$ cat src/logic/fcs_defines.svh
// Register offsets, field positions, reset values and command codes of the flash command block
`ifndef FCS_DEFINES_SVH
`define FCS_DEFINES_SVH

// ----------------------------------------------------------------------
// Register offsets (byte addresses)
// ----------------------------------------------------------------------
`define FCS_ADDR_W          8
`define FCS_OFS_MODE        8'h00
`define FCS_OFS_COMMAND     8'h04
`define FCS_OFS_STATUS      8'h08
`define FCS_OFS_RESULT      8'h0C
`define FCS_OFS_EVENT       8'h20
`define FCS_OFS_EVENT_MASK  8'h24

// ----------------------------------------------------------------------
// Command word fields
// ----------------------------------------------------------------------
`define FCS_KEY_VALUE       8'h5A
`define FCS_KEY_LSB         24
`define FCS_ARG_LSB         8

// ----------------------------------------------------------------------
// Status, mode and event bit positions and reset values
// ----------------------------------------------------------------------
`define FCS_ST_READY        0
`define FCS_ST_CMD_ERR      1
`define FCS_ST_LOCK_ERR     2
`define FCS_ST_VERIFY_ERR   3
`define FCS_MODE_READY_IE   0
`define FCS_MODE_RESET      32'h0400_0000
`define FCS_MODE_WMASK      32'h0501_0F01
`define FCS_EV_DONE         0
`define FCS_EV_CMD_ERR      1
`define FCS_EV_LOCK_ERR     2
`define FCS_EV_VERIFY_ERR   3
`define FCS_EV_N            4

// ----------------------------------------------------------------------
// Command codes
// ----------------------------------------------------------------------
`define FCS_CMD_GET_DESC    8'h00
`define FCS_CMD_WR_PAGE     8'h01
`define FCS_CMD_WR_PAGE_LK  8'h02
`define FCS_CMD_ER_WR       8'h03
`define FCS_CMD_ER_WR_LK    8'h04
`define FCS_CMD_ERASE_ALL   8'h05
`define FCS_CMD_ERASE_GRP   8'h07
`define FCS_CMD_SET_LOCK    8'h08
`define FCS_CMD_CLR_LOCK    8'h09
`define FCS_CMD_GET_LOCK    8'h0A
`define FCS_CMD_SET_NVB     8'h0B
`define FCS_CMD_CLR_NVB     8'h0C
`define FCS_CMD_GET_NVB     8'h0D
`define FCS_CMD_UID_START   8'h0E
`define FCS_CMD_UID_STOP    8'h0F
`define FCS_CMD_GET_CALIB   8'h10
`define FCS_CMD_ERASE_SECT  8'h11
`define FCS_CMD_SIG_WRITE   8'h12
`define FCS_CMD_SIG_ERASE   8'h13
`define FCS_CMD_SIG_START   8'h14
`define FCS_CMD_SIG_STOP    8'h15

`endif

$ cat src/logic/fcs_pkg.sv
// Types shared by the flash command block modules
package fcs_pkg;

  // Operation class handed to the flash array
  typedef enum logic [3:0] {
    FCS_OP_QUERY,
    FCS_OP_PROGRAM,
    FCS_OP_ERASE_ALL,
    FCS_OP_ERASE_GROUP,
    FCS_OP_ERASE_SECTOR,
    FCS_OP_LOCK,
    FCS_OP_NVBIT,
    FCS_OP_SIGNATURE
  } fcs_op_t;

  // Controller sequencing state
  typedef enum logic {
    FCS_ST_IDLE,
    FCS_ST_BUSY
  } fcs_state_t;

endpackage

$ cat src/logic/fcs_cmd_if.sv
// Command word and its decoded operation between the top and the decoder
`timescale 1ns/1ps
interface fcs_cmd_if;
  logic [31:0]      word;
  logic             key_ok;
  logic             code_ok;
  logic             verify_op;
  fcs_pkg::fcs_op_t kind;
  logic [15:0]      page;
  logic [15:0]      count;
  logic [15:0]      index;

  modport top (output word, input key_ok, code_ok, verify_op, kind, page, count, index);
  modport dec (input word, output key_ok, code_ok, verify_op, kind, page, count, index);
endinterface

$ cat src/logic/fcs_decode.sv
// Decoder of the keyed command word into an operation for the flash array
`timescale 1ns/1ps
`include "fcs_defines.svh"
module fcs_decode
  import fcs_pkg::*;
#(
  parameter int PAGES_PER_SECTOR = 128
) (
  fcs_cmd_if.dec cmd
);

  logic [7:0]  code;
  logic [15:0] arg;
  logic [15:0] grp_size;

  // ----------------------------------------------------------------------
  // Field split
  // ----------------------------------------------------------------------
  assign code     = cmd.word[7:0];
  assign arg      = cmd.word[`FCS_ARG_LSB +: 16];
  assign grp_size = 16'h0004 << arg[1:0];
  assign cmd.key_ok = (cmd.word[`FCS_KEY_LSB +: 8] == `FCS_KEY_VALUE);

  // Code decode; unlisted codes are flagged invalid
  always_comb begin
    cmd.code_ok   = 1'b1;
    cmd.verify_op = 1'b0;
    cmd.kind      = FCS_OP_QUERY;
    cmd.page      = 16'h0000;
    cmd.count     = 16'h0001;
    cmd.index     = 16'h0000;
    case (code)
      `FCS_CMD_GET_DESC, `FCS_CMD_UID_START, `FCS_CMD_UID_STOP, `FCS_CMD_GET_CALIB,
      `FCS_CMD_SIG_START, `FCS_CMD_SIG_STOP: begin
        cmd.kind = FCS_OP_QUERY;
      end
      `FCS_CMD_WR_PAGE, `FCS_CMD_WR_PAGE_LK, `FCS_CMD_ER_WR, `FCS_CMD_ER_WR_LK: begin
        cmd.kind      = FCS_OP_PROGRAM;
        cmd.page      = arg;
        cmd.verify_op = 1'b1;
      end
      `FCS_CMD_ERASE_ALL: begin
        // Count zero means the whole array; the argument plays no part
        cmd.kind      = FCS_OP_ERASE_ALL;
        cmd.count     = 16'h0000;
        cmd.verify_op = 1'b1;
      end
      `FCS_CMD_ERASE_GRP: begin
        // Masking the low bits gives size times the aligned upper bits;
        // bits between code and alignment are assumed zero by software
        cmd.kind      = FCS_OP_ERASE_GROUP;
        cmd.count     = grp_size;
        cmd.page      = arg & ~(grp_size - 16'h0001);
        cmd.verify_op = 1'b1;
      end
      `FCS_CMD_ERASE_SECT: begin
        // Any page of the sector selects the whole sector
        cmd.kind      = FCS_OP_ERASE_SECTOR;
        cmd.count     = 16'(PAGES_PER_SECTOR);
        cmd.page      = arg & ~(16'(PAGES_PER_SECTOR) - 16'h0001);
        cmd.verify_op = 1'b1;
      end
      `FCS_CMD_SET_LOCK, `FCS_CMD_CLR_LOCK, `FCS_CMD_GET_LOCK: begin
        cmd.kind = FCS_OP_LOCK;
        cmd.page = arg;
      end
      `FCS_CMD_SET_NVB, `FCS_CMD_CLR_NVB, `FCS_CMD_GET_NVB: begin
        cmd.kind  = FCS_OP_NVBIT;
        cmd.index = arg;
      end
      `FCS_CMD_SIG_WRITE, `FCS_CMD_SIG_ERASE: begin
        cmd.kind      = FCS_OP_SIGNATURE;
        cmd.verify_op = 1'b1;
      end
      default: begin
        cmd.code_ok = 1'b0;
      end
    endcase
  end

endmodule

$ cat src/logic/fcs_top.sv
// Flash command, status and result interface with its register port
// What this block does
// - Sector erase: any page selects whole sector
// - Group erase: size code, aligned start page
// - Program commands take argument as page
// - Lock commands take argument as page
// - Nonvolatile-bit commands take argument as index
// - Command runs only with correct key
// - Ready reads one when idle, zero busy
// - Ready with interrupt enable raises interrupt
// - Bad code or key in an idle command write sets command error
// - Locked-region program or erase sets lock error
// - Status read or idle command write clears command and lock errors
// - Verify failure sets, pass clears verify error
// - Result register yields successive words per read
// - Low byte decoded per command map
// - Mode ready-enable bit gates ready interrupt
`timescale 1ns/1ps
`include "fcs_defines.svh"
module fcs_top
  import fcs_pkg::*;
#(
  parameter int PAGES_PER_SECTOR = 128,
  parameter int RESULT_DEPTH     = 4
) (
  input  wire logic                   clock,
  input  wire logic                   rst,
  input  wire logic                   ce,
  input  wire logic [`FCS_ADDR_W-1:0] addr,
  input  wire logic [31:0]            wdata,
  input  wire logic                   wr,
  input  wire logic                   rd,
  output logic      [31:0]            rdata,
  output logic                        irq,
  output logic                        ready_flag,
  output logic                        arr_req,
  output logic      [7:0]             arr_cmd,
  output fcs_op_t                     arr_kind,
  output logic      [15:0]            arr_page,
  output logic      [15:0]            arr_count,
  output logic      [15:0]            arr_index,
  input  wire logic                   arr_done,
  input  wire logic                   arr_lock_hit,
  input  wire logic                   arr_verify_fail,
  input  wire logic                   arr_res_valid,
  input  wire logic [31:0]            arr_res_word
);

  localparam int PW = (RESULT_DEPTH > 1) ? $clog2(RESULT_DEPTH) : 1;

  // ----------------------------------------------------------------------
  // State record
  // ----------------------------------------------------------------------
  typedef struct packed {
    fcs_state_t                        state;
    logic                              ready;
    logic                              cmd_err;
    logic                              lock_err;
    logic                              ver_err;
    logic [31:0]                       mode;
    logic [`FCS_EV_N-1:0]              evt;
    logic [`FCS_EV_N-1:0]              emask;
    logic [31:0]                       rdata;
    logic                              req;
    logic [7:0]                        cmd;
    fcs_op_t                           kind;
    logic                              verify;
    logic [15:0]                       page;
    logic [15:0]                       count;
    logic [15:0]                       index;
    logic [RESULT_DEPTH-1:0][31:0]     res;
    logic [PW-1:0]                     wp;
    logic [PW-1:0]                     rp;
    logic [PW:0]                       fill;
  } fcs_regs_t;

  fcs_regs_t st_q;
  fcs_regs_t st_d;

  fcs_cmd_if cmd_bus ();

  logic cmd_wr;
  logic stat_rd;
  logic res_rd;
  logic push;
  logic pop;

  // ----------------------------------------------------------------------
  // Command decoder
  // ----------------------------------------------------------------------
  fcs_decode #(
    .PAGES_PER_SECTOR (PAGES_PER_SECTOR)
  ) u_decode (
    .cmd (cmd_bus.dec)
  );

  assign cmd_bus.word = wdata;

  // Access decode and result queue handshakes
  assign cmd_wr  = wr && (addr == `FCS_OFS_COMMAND);
  assign stat_rd = rd && (addr == `FCS_OFS_STATUS);
  assign res_rd  = rd && (addr == `FCS_OFS_RESULT);
  // Words arriving with the queue full are dropped; depth must cover the longest result
  assign push    = arr_res_valid && (st_q.state == FCS_ST_BUSY)
                   && (st_q.fill != (PW+1)'(RESULT_DEPTH));
  assign pop     = res_rd && (st_q.fill != '0);

  // ----------------------------------------------------------------------
  // Next-state logic: clears first, then sets, so a set in the same cycle wins
  // ----------------------------------------------------------------------
  always_comb begin
    st_d       = st_q;
    st_d.rdata = 32'h0000_0000;

    // Register reads; data stands only in the following cycle
    if (rd) begin
      case (addr)
        `FCS_OFS_MODE:       st_d.rdata = st_q.mode;
        `FCS_OFS_STATUS:     st_d.rdata = {28'h000_0000, st_q.ver_err, st_q.lock_err,
                                           st_q.cmd_err, st_q.ready};
        `FCS_OFS_RESULT:     st_d.rdata = (st_q.fill != '0) ? st_q.res[st_q.rp]
                                                             : 32'h0000_0000;
        `FCS_OFS_EVENT:      st_d.rdata = {{(32-`FCS_EV_N){1'b0}}, st_q.evt};
        `FCS_OFS_EVENT_MASK: st_d.rdata = {{(32-`FCS_EV_N){1'b0}}, st_q.emask};
        default:             st_d.rdata = 32'h0000_0000;
      endcase
    end

    // Command and lock error flags clear on status read or on command write while ready
    if (stat_rd || (cmd_wr && st_q.ready)) begin
      st_d.cmd_err  = 1'b0;
      st_d.lock_err = 1'b0;
    end

    // Plain register writes; event bits clear by writing one
    if (wr) begin
      case (addr)
        `FCS_OFS_MODE:       st_d.mode  = wdata & `FCS_MODE_WMASK;
        `FCS_OFS_EVENT:      st_d.evt   = st_q.evt & ~wdata[`FCS_EV_N-1:0];
        `FCS_OFS_EVENT_MASK: st_d.emask = wdata[`FCS_EV_N-1:0];
        default:             st_d.evt   = st_d.evt;
      endcase
    end

    // Result queue: a read advances to the next word
    if (pop) begin
      st_d.rp = (st_q.rp == PW'(RESULT_DEPTH - 1)) ? '0 : st_q.rp + 1'b1;
    end
    if (push) begin
      st_d.res[st_q.wp] = arr_res_word;
      st_d.wp = (st_q.wp == PW'(RESULT_DEPTH - 1)) ? '0 : st_q.wp + 1'b1;
    end
    st_d.fill = st_q.fill + (PW+1)'(push) - (PW+1)'(pop);

    case (st_q.state)
      FCS_ST_IDLE: begin
        // Busy writes never reach here, so the running operation is untouched
        if (cmd_wr && st_q.ready) begin
          if (!cmd_bus.key_ok || !cmd_bus.code_ok) begin
            st_d.cmd_err                = 1'b1;
            st_d.evt[`FCS_EV_CMD_ERR]   = 1'b1;
          end else begin
            st_d.state  = FCS_ST_BUSY;
            st_d.ready  = 1'b0;
            st_d.req    = 1'b1;
            st_d.cmd    = wdata[7:0];
            st_d.kind   = cmd_bus.kind;
            st_d.verify = cmd_bus.verify_op;
            st_d.page   = cmd_bus.page;
            st_d.count  = cmd_bus.count;
            st_d.index  = cmd_bus.index;
            // A new command discards any unread words of the previous result
            st_d.wp     = '0;
            st_d.rp     = '0;
            st_d.fill   = '0;
          end
        end
      end
      FCS_ST_BUSY: begin
        if (arr_done) begin
          st_d.state                 = FCS_ST_IDLE;
          st_d.ready                 = 1'b1;
          st_d.req                   = 1'b0;
          st_d.evt[`FCS_EV_DONE]     = 1'b1;
          if (arr_lock_hit) begin
            st_d.lock_err                = 1'b1;
            st_d.evt[`FCS_EV_LOCK_ERR]   = 1'b1;
          end
          if (st_q.verify) begin
            st_d.ver_err = arr_verify_fail;
            if (arr_verify_fail) begin
              st_d.evt[`FCS_EV_VERIFY_ERR] = 1'b1;
            end
          end
        end
      end
      default: begin
        st_d.state = FCS_ST_IDLE;
        st_d.ready = 1'b1;
        st_d.req   = 1'b0;
      end
    endcase
  end

  // ----------------------------------------------------------------------
  // State register, frozen while the clock enable is low
  // ----------------------------------------------------------------------
  always_ff @(posedge clock or posedge rst) begin
    if (rst) begin
      st_q          <= '0;
      st_q.state    <= FCS_ST_IDLE;
      st_q.ready    <= 1'b1;
      st_q.mode     <= `FCS_MODE_RESET;
      st_q.kind     <= FCS_OP_QUERY;
    end else if (ce) begin
      st_q <= st_d;
    end
  end

  // ----------------------------------------------------------------------
  // Outputs
  // ----------------------------------------------------------------------
  assign rdata      = st_q.rdata;
  assign ready_flag = st_q.ready;
  assign arr_req    = st_q.req;
  assign arr_cmd    = st_q.cmd;
  assign arr_kind   = st_q.kind;
  assign arr_page   = st_q.page;
  assign arr_count  = st_q.count;
  assign arr_index  = st_q.index;

  // Level interrupt: ready gated by the mode enable, plus unmasked sticky events
  assign irq = (st_q.ready && st_q.mode[`FCS_MODE_READY_IE])
               || ((st_q.evt & st_q.emask) != '0);

endmodule

$ cat config.mk
export PLATFORM = sky130hd
export DESIGN_NAME = fcs_top
export DESIGN_NICKNAME = d
export VERILOG_FILES = /design/src/logic/fcs_pkg.sv /design/src/logic/fcs_cmd_if.sv /design/src/logic/fcs_decode.sv /design/src/logic/fcs_top.sv
export VERILOG_INCLUDE_DIRS = /design/src /design/src/logic
export SDC_FILE = /design/constraint.sdc
export NUM_CORES = 1
export LEC_CHECK = 0
export BUFFER_PORTS_ARGS = -buffer_cell sky130_fd_sc_hd__buf_4
export CAP_MARGIN = 20
export CORE_MARGIN = 2
export CORE_UTILIZATION = 32
export DETAILED_ROUTE_END_ITERATION = 16
export GPL_TIMING_DRIVEN = 0
export HOLD_SLACK_MARGIN = 0.06
export SYNTH_ARGS = -nofsm -noshare
export SYNTH_HDL_FRONTEND = slang
export SYNTH_HIERARCHICAL = 1
export SYNTH_SLANG_ARGS = --single-unit
$ cat constraint.sdc
create_clock -name clock -period 10.06 [get_ports clock]
set_input_delay 2.012 -clock clock [delete_from_list [all_inputs] [get_ports clock]]
set_output_delay 2.012 -clock clock [all_outputs]
set_load 0.005 [all_outputs]
# Yosys cells after proc, flatten, opt, wreduce, memory -nomap -nowiden
# Cells that the tools add are included.
# totals
ramBits	0
in_bits	81
word_cells	151
output_inout_bits	95
ff_bits	250
mem_bits_ro	0
latch_bits	0
memories	0
# op_classes
bitwise_logic	7
n_reduce_logical	31
div_mod_pow	0
addsub	5
n_mul	0
n_shift	1
n_lt_le_gt_ge	3
n_eq_ne	32
muxes	49
# op_table
op	n
$pmux 32 s5	1
$bwmux 128	1
$mux 32	4
$mux 62	2
$pmux 16 s3	2
$eq 8x4->1 const B	10
$bmux 32 s2	1
$demux 32 s2	1
$eq 8x5->1 const B	6
$eq 8x3->1 const B	4
$mux 2	11
$mux 7	3
$pmux 3 s7	1
$reduce_or 21->1	1
$and 16x16->16	1
$eq 8x2->1 const B	2
$eq 8x6->1 const B	2
$logic_not 8->1	2
$mux 16	1
$not 16->16	1
$shl 3x2->16 const A	1
$sub 16x1->16 const B	1
$mux 1	15
$reduce_and 4->1	3
30 further kinds	51

# Longest topological paths before layout
# depth
word_depth	8
mapped_depth	12
depth_no_buf	12

# Hierarchy
# The synthesis kept the hierarchy.
# by_module_without_submodules
mod	area_each_um2	seq_area_each_um2	n_inst	cells_each
fcs_top	11428.5	6258.5	1	841
fcs_decode	742.0	0.0	1	114

# Least setup slack after synthesis
# OpenSTA, ideal clock, no wires.
# synth_timing
path_kind	in2reg
from	in addr[7]
to	reg st_q[2] (netlist name)
t_required_ps	9977
setup_ps	83
t_arrival_ps	4404
n_path_buf	0
path_slack_ps	5573
path_stages	12
cell_sequence	or4_4 nor3_4 and3_1 ha_1 inv_1 ha_1 inv_1 fa_1 xor2_1 or2_2 a32o_1 o21ai_0
# synth_via
elab_chain_cells	7
word_cells_on_any_way	10
cone_classes	add/sub (1); eq/ne (2); mux (3); reduce/logical (4)
# synth_rtl
element	line_no	text
start: declaration	fcs_top.sv:29	input wire logic [`FCS_ADDR_W-1:0] addr,
$eq 8x4->1	-	
$logic_and 1x1->1	fcs_top.sv:102	assign res_rd = rd && (addr == `FCS_OFS_RESULT);
$logic_and 1x1->1	fcs_top.sv:106	assign pop = res_rd && (st_q.fill != '0);
$sub 3x1->3	fcs_top.sv:153	st_d.fill = st_q.fill + (PW+1)'(push) - (PW+1)'(pop);
$mux 7	fcs_top.sv:159	if (!cmd_bus.key_ok || !cmd_bus.code_ok) begin
$mux 7	fcs_top.sv:158	if (cmd_wr && st_q.ready) begin
$mux 7 (*)	fcs_top.sv:155	case (st_q.state)
end signal: assignment	fcs_top.sv:216	st_q <= st_d;
end: declaration	fcs_top.sv:77	fcs_regs_t st_q;
# Every way passes the cells marked *; elsewhere a longest branch is shown, timed or not.
# A chain may end at the register's enable or synchronous reset.

# Worst setup path after layout
# Same ends and word-level chain as after synthesis.

==> summary.txt <==
Clocking
  • Setup Buffers After CTS: 0
  • Htree depth: 1
  • CTS tree: yes
  • Clock sinks: 250
  • Clk pin slew, worst setup/hold paths: 0.06 ns
  • Hold buffers post-CTS: 0
  • Cts bufs inserted: 28
  • Post-cts gate resize count: 0
  • Root buf cell: clkbuf_16
  • Clk buf depth: 3
  • Clk_lat worst skew: 0.56 ns

Yosys
  • Post-Synth Adder-Cell Area: 0.987%
  • Post-synthesis mux area share: 25.1%
  • Synth Area in Compound Gates: 4.52%
  • Yosys warning count: 6
  • Post-synth top area share: roughly 51%
  • Proportion of synthesized flip-flops having asynchronous set or reset: 100%
  • Prevailing post-synth register cell: dfrtp_1
  • EDFF count, synth: 0
  • Distinct cells, synth: 65
  • Syn Area/Cell: between 10 and 15 µm²
  • #FFs+latches synth: between 200 and 300
  • Synthesized instance count: 955
  • Synth area leaders: dfrtp_1, mux2_2, buf_4
  • Synth Area in Simple Gates: 7.45%
  • Sequential fraction of the synthesis area: 51.4%
  • Synth Area in XOR/XNOR: 0.0720%
  • Area of the mapped netlist: between 10000 and 15000 µm²
  • Most area-hungry cell type in the Yosys netlist: dfrtp_1
  • Main combinational cell family by area after synthesis: multiplexers

Critical path
  • Worst EP required: between 10 and 15 ns
  • Largest delay share family, worst path: simple AND/OR/NAND/NOR gates
  • Reg-to-Reg End: st_q[2]
  • Setup CP Type: in -> reg
  • Largest stage delay, worst path: roughly 0.58 ns
  • Crit path DAT: roughly 4.7 ns
  • Critical-path maximum fanout: 7
  • Critical Path Source Type: input pin
  • CP Depth: 13
  • Buf+Inv Stages, Crit Path: 3
  • Reg2Reg Depth: 11
  • Reg2Reg Launch Point: st_q[1]
  • R2R Setup Slk: 7.36 ns
  • CP Capture Type: flip-flop
  • Slowest CP cell: or4_4
  • CP cell instances: buf_4 -> or4_4 -> nor3_4 -> and3_1 -> ha_1 -> inv_1 -> ha_1 -> inv_1 -> fa_1 -> xor2_1 -> or2_2 -> a32o_1 -> o21ai_0

Final layout
  • Nets: 1261
  • Fillcell total: ~3700
  • Seq. cell area: 6260 µm²
  • Area of the multi-input gates: 4680 µm²
  • Final Core Density: 40.4%
  • Synthesis-to-layout area growth: 24.6%
  • Layout cells sized above 1: between 40% and 50%

Drt
  • Starting DRT DRC Count: 255
  • Pre-antenna DRT Iters: 5
  • Vias/cell: 4.58
  • Vias: 7816
  • DR DRC count: 0
  • WL/cell: 17.2 µm
  • Post-route antenna net violation count: 0
  • Final wirelength: about 29 mm

Die
  • Initial core utilization: 32.4%
  • # IOs: 176
  • Die area: 39600 µm²
  • Chip Width: between 150 and 200 µm
  • Core Footprint: between 30000 and 40000 µm²
  • Chip height: roughly 200 µm
  • Rows: 71

STA
  • Setup_tns: 0 ns
  • Final Hold Viols: 0
  • Tcrit/Tclk final: between 40 and 50%
  • Measured slew at the worst slew-check pin: ~0.81 ns
  • Fmax: 236 MHz
  • RSZ-0062 raised after global routing: no
  • Endpoints failing setup: 0
  • Fin crit period: 4.24 ns
  • Final setup skew: 0.0163 ns
  • Slew HR: between 40 and 50%
  • Slew Limit Fails: 0

Global route
  • Met3 Use GR: 2.66%
  • Total gr overflow: 0
  • Met2 Resource Use GR: 25.7%
  • Met1 GRT Util: between 10% and 20%
  • Gr usage total: 15.1%
  • Number of global-route vias before repair: roughly 8200
  • Initial antenna violation count: 2
  • Grt peak-use layer: met2
  • Global-route wire length before repair: 46.3 mm
  • Largest net degree at the start of global routing: ~120

Hold path
  • Hold Path Depth: 1
  • Hold Path Class: reg -> reg
  • WHS Endpoint: arr_req
  • Hold path startpoint: arr_req

Power and ir drop
  • Worst vdd ir: 0.121 mV
  • Switching power total: just under 500 µW
  • Pwr dens: 143 nW/µm²
  • Switching Fraction: 22.4%
  • Combinational power share: 5.2%
  • Clock share of power: 47.8%
  • Sequential Power Share: a little under half
  • Int Pwr: roughly 1.7 mW
  • Lkg Pwr: approximately 7.7 nW

Place
  • Gpl congestion: about 0.78
  • Dpl hpwl: a little over 20 mm
  • PortBufs: 174

Job
  • MaxCap Viol Count: 0

Run status
  • Status: finished, final reports clean
## synthesized netlist by cell type (18+ instances only)
| library cell | instances |
|---|---|
| nand2_1 | 35 |
| o21ai_0 | 18 |
| o22ai_1 | 21 |
| nor2b_1 | 21 |
| and2_1 | 19 |
| buf_4 | 105 |
| inv_1 | 62 |
| dfrtp_1 | 248 |
| clkbuf_1 | 20 |
| mux2_2 | 141 |
| mux2_1 | 61 |
| mux4_2 | 32 |
## flip-flops by register name, indices dropped and copies added (netlist names)
| name | count |
|---|---|
| rdata | 32 |
| ready_flag | 1 |
| arr_kind | 4 |
| st_q | 156 |
| arr_index | 16 |
| arr_count | 16 |
| arr_page | 16 |
| arr_req | 1 |
| arr_cmd | 8 |
## logic make-up after synthesis
logic type	count (synthesis)
XOR/XNOR	1
other	1
multiplexers	240
flip-flops	250
adder cells (fa/ha/maj)	9
buffers and inverters	213
AO/OA/AOI/OAI	86
AND/OR/NAND/NOR	155
## cell type report
cell class	count	share of cell area, %
tap	511	4.22
buffer	151	6.82
clock buffer	46	5.53
multi-input combinational	502	30.9
sequential	250	41.3
antenna	2	0.0330
timing repair buffer	176	8.98
inverter	62	1.58
clock inverter	6	0.693
## per-layer routing
metal  share of wire, %  wire (µm)
met1                 44      13000
met2                 48      14200
met3                5.2       1520
met4                2.1        624
met5                  0          0
## layout by cell type, fill, tap and decap left out, types with 18 or more instances in the layout
| master | n |
|---|---|
| nor2b_1 | 21 |
| and2_1 | 19 |
| nand2_1 | 35 |
| o22ai_1 | 21 |
| mux4_2 | 32 |
| mux2_1 | 61 |
| dfrtp_1 | 248 |
| inv_1 | 61 |
| clkbuf_16 | 28 |
| buf_4 | 279 |
| o21ai_0 | 18 |
| mux2_2 | 141 |
| clkbuf_1 | 31 |
## stage by stage
stage          worst slack (ns)  hold WS, ns  total power [mW]  cell area [µm²]  instances
2_1_floorplan              1.18        0.439              1.09            12200        965
3_3_place_gp              -1.92        0.466              1.15            14200       1650
3_5_place_dp               5.28        0.470              1.15            14200       1652
4_1_cts                    5.86        0.484              2.21            15200       1704
5_1_grt                    5.69        0.504              2.25            15200       1705
6_report                   5.82        0.479              2.16            15200       1706
## power groups by stage
stage | logic, mW | registers [mW] | clock network (mW)
floorplan | 0.0585 | 1.03 | 0
global placement | 0.111 | 1.04 | 0
detailed placement | 0.116 | 1.03 | 0
CTS | 0.116 | 1.02 | 1.07
global route | 0.128 | 1.02 | 1.11
finish | 0.114 | 1.02 | 1.03
## how the worst max path moves through the flow
stage / slack [ns] / from / endpoint
after detailed placement: 5.28 / addr[7] / st_q[2]
after global routing: 5.69 / addr[7] / st_q[2]
after global placement: -1.92 / rst / st_q[83]
after floorplan: 1.18 / rst / arr_cmd[0]
final: 5.82 / addr[7] / st_q[2]
after CTS: 5.86 / addr[7] / st_q[2]
Note: power is estimated with default switching activity, not from simulation.
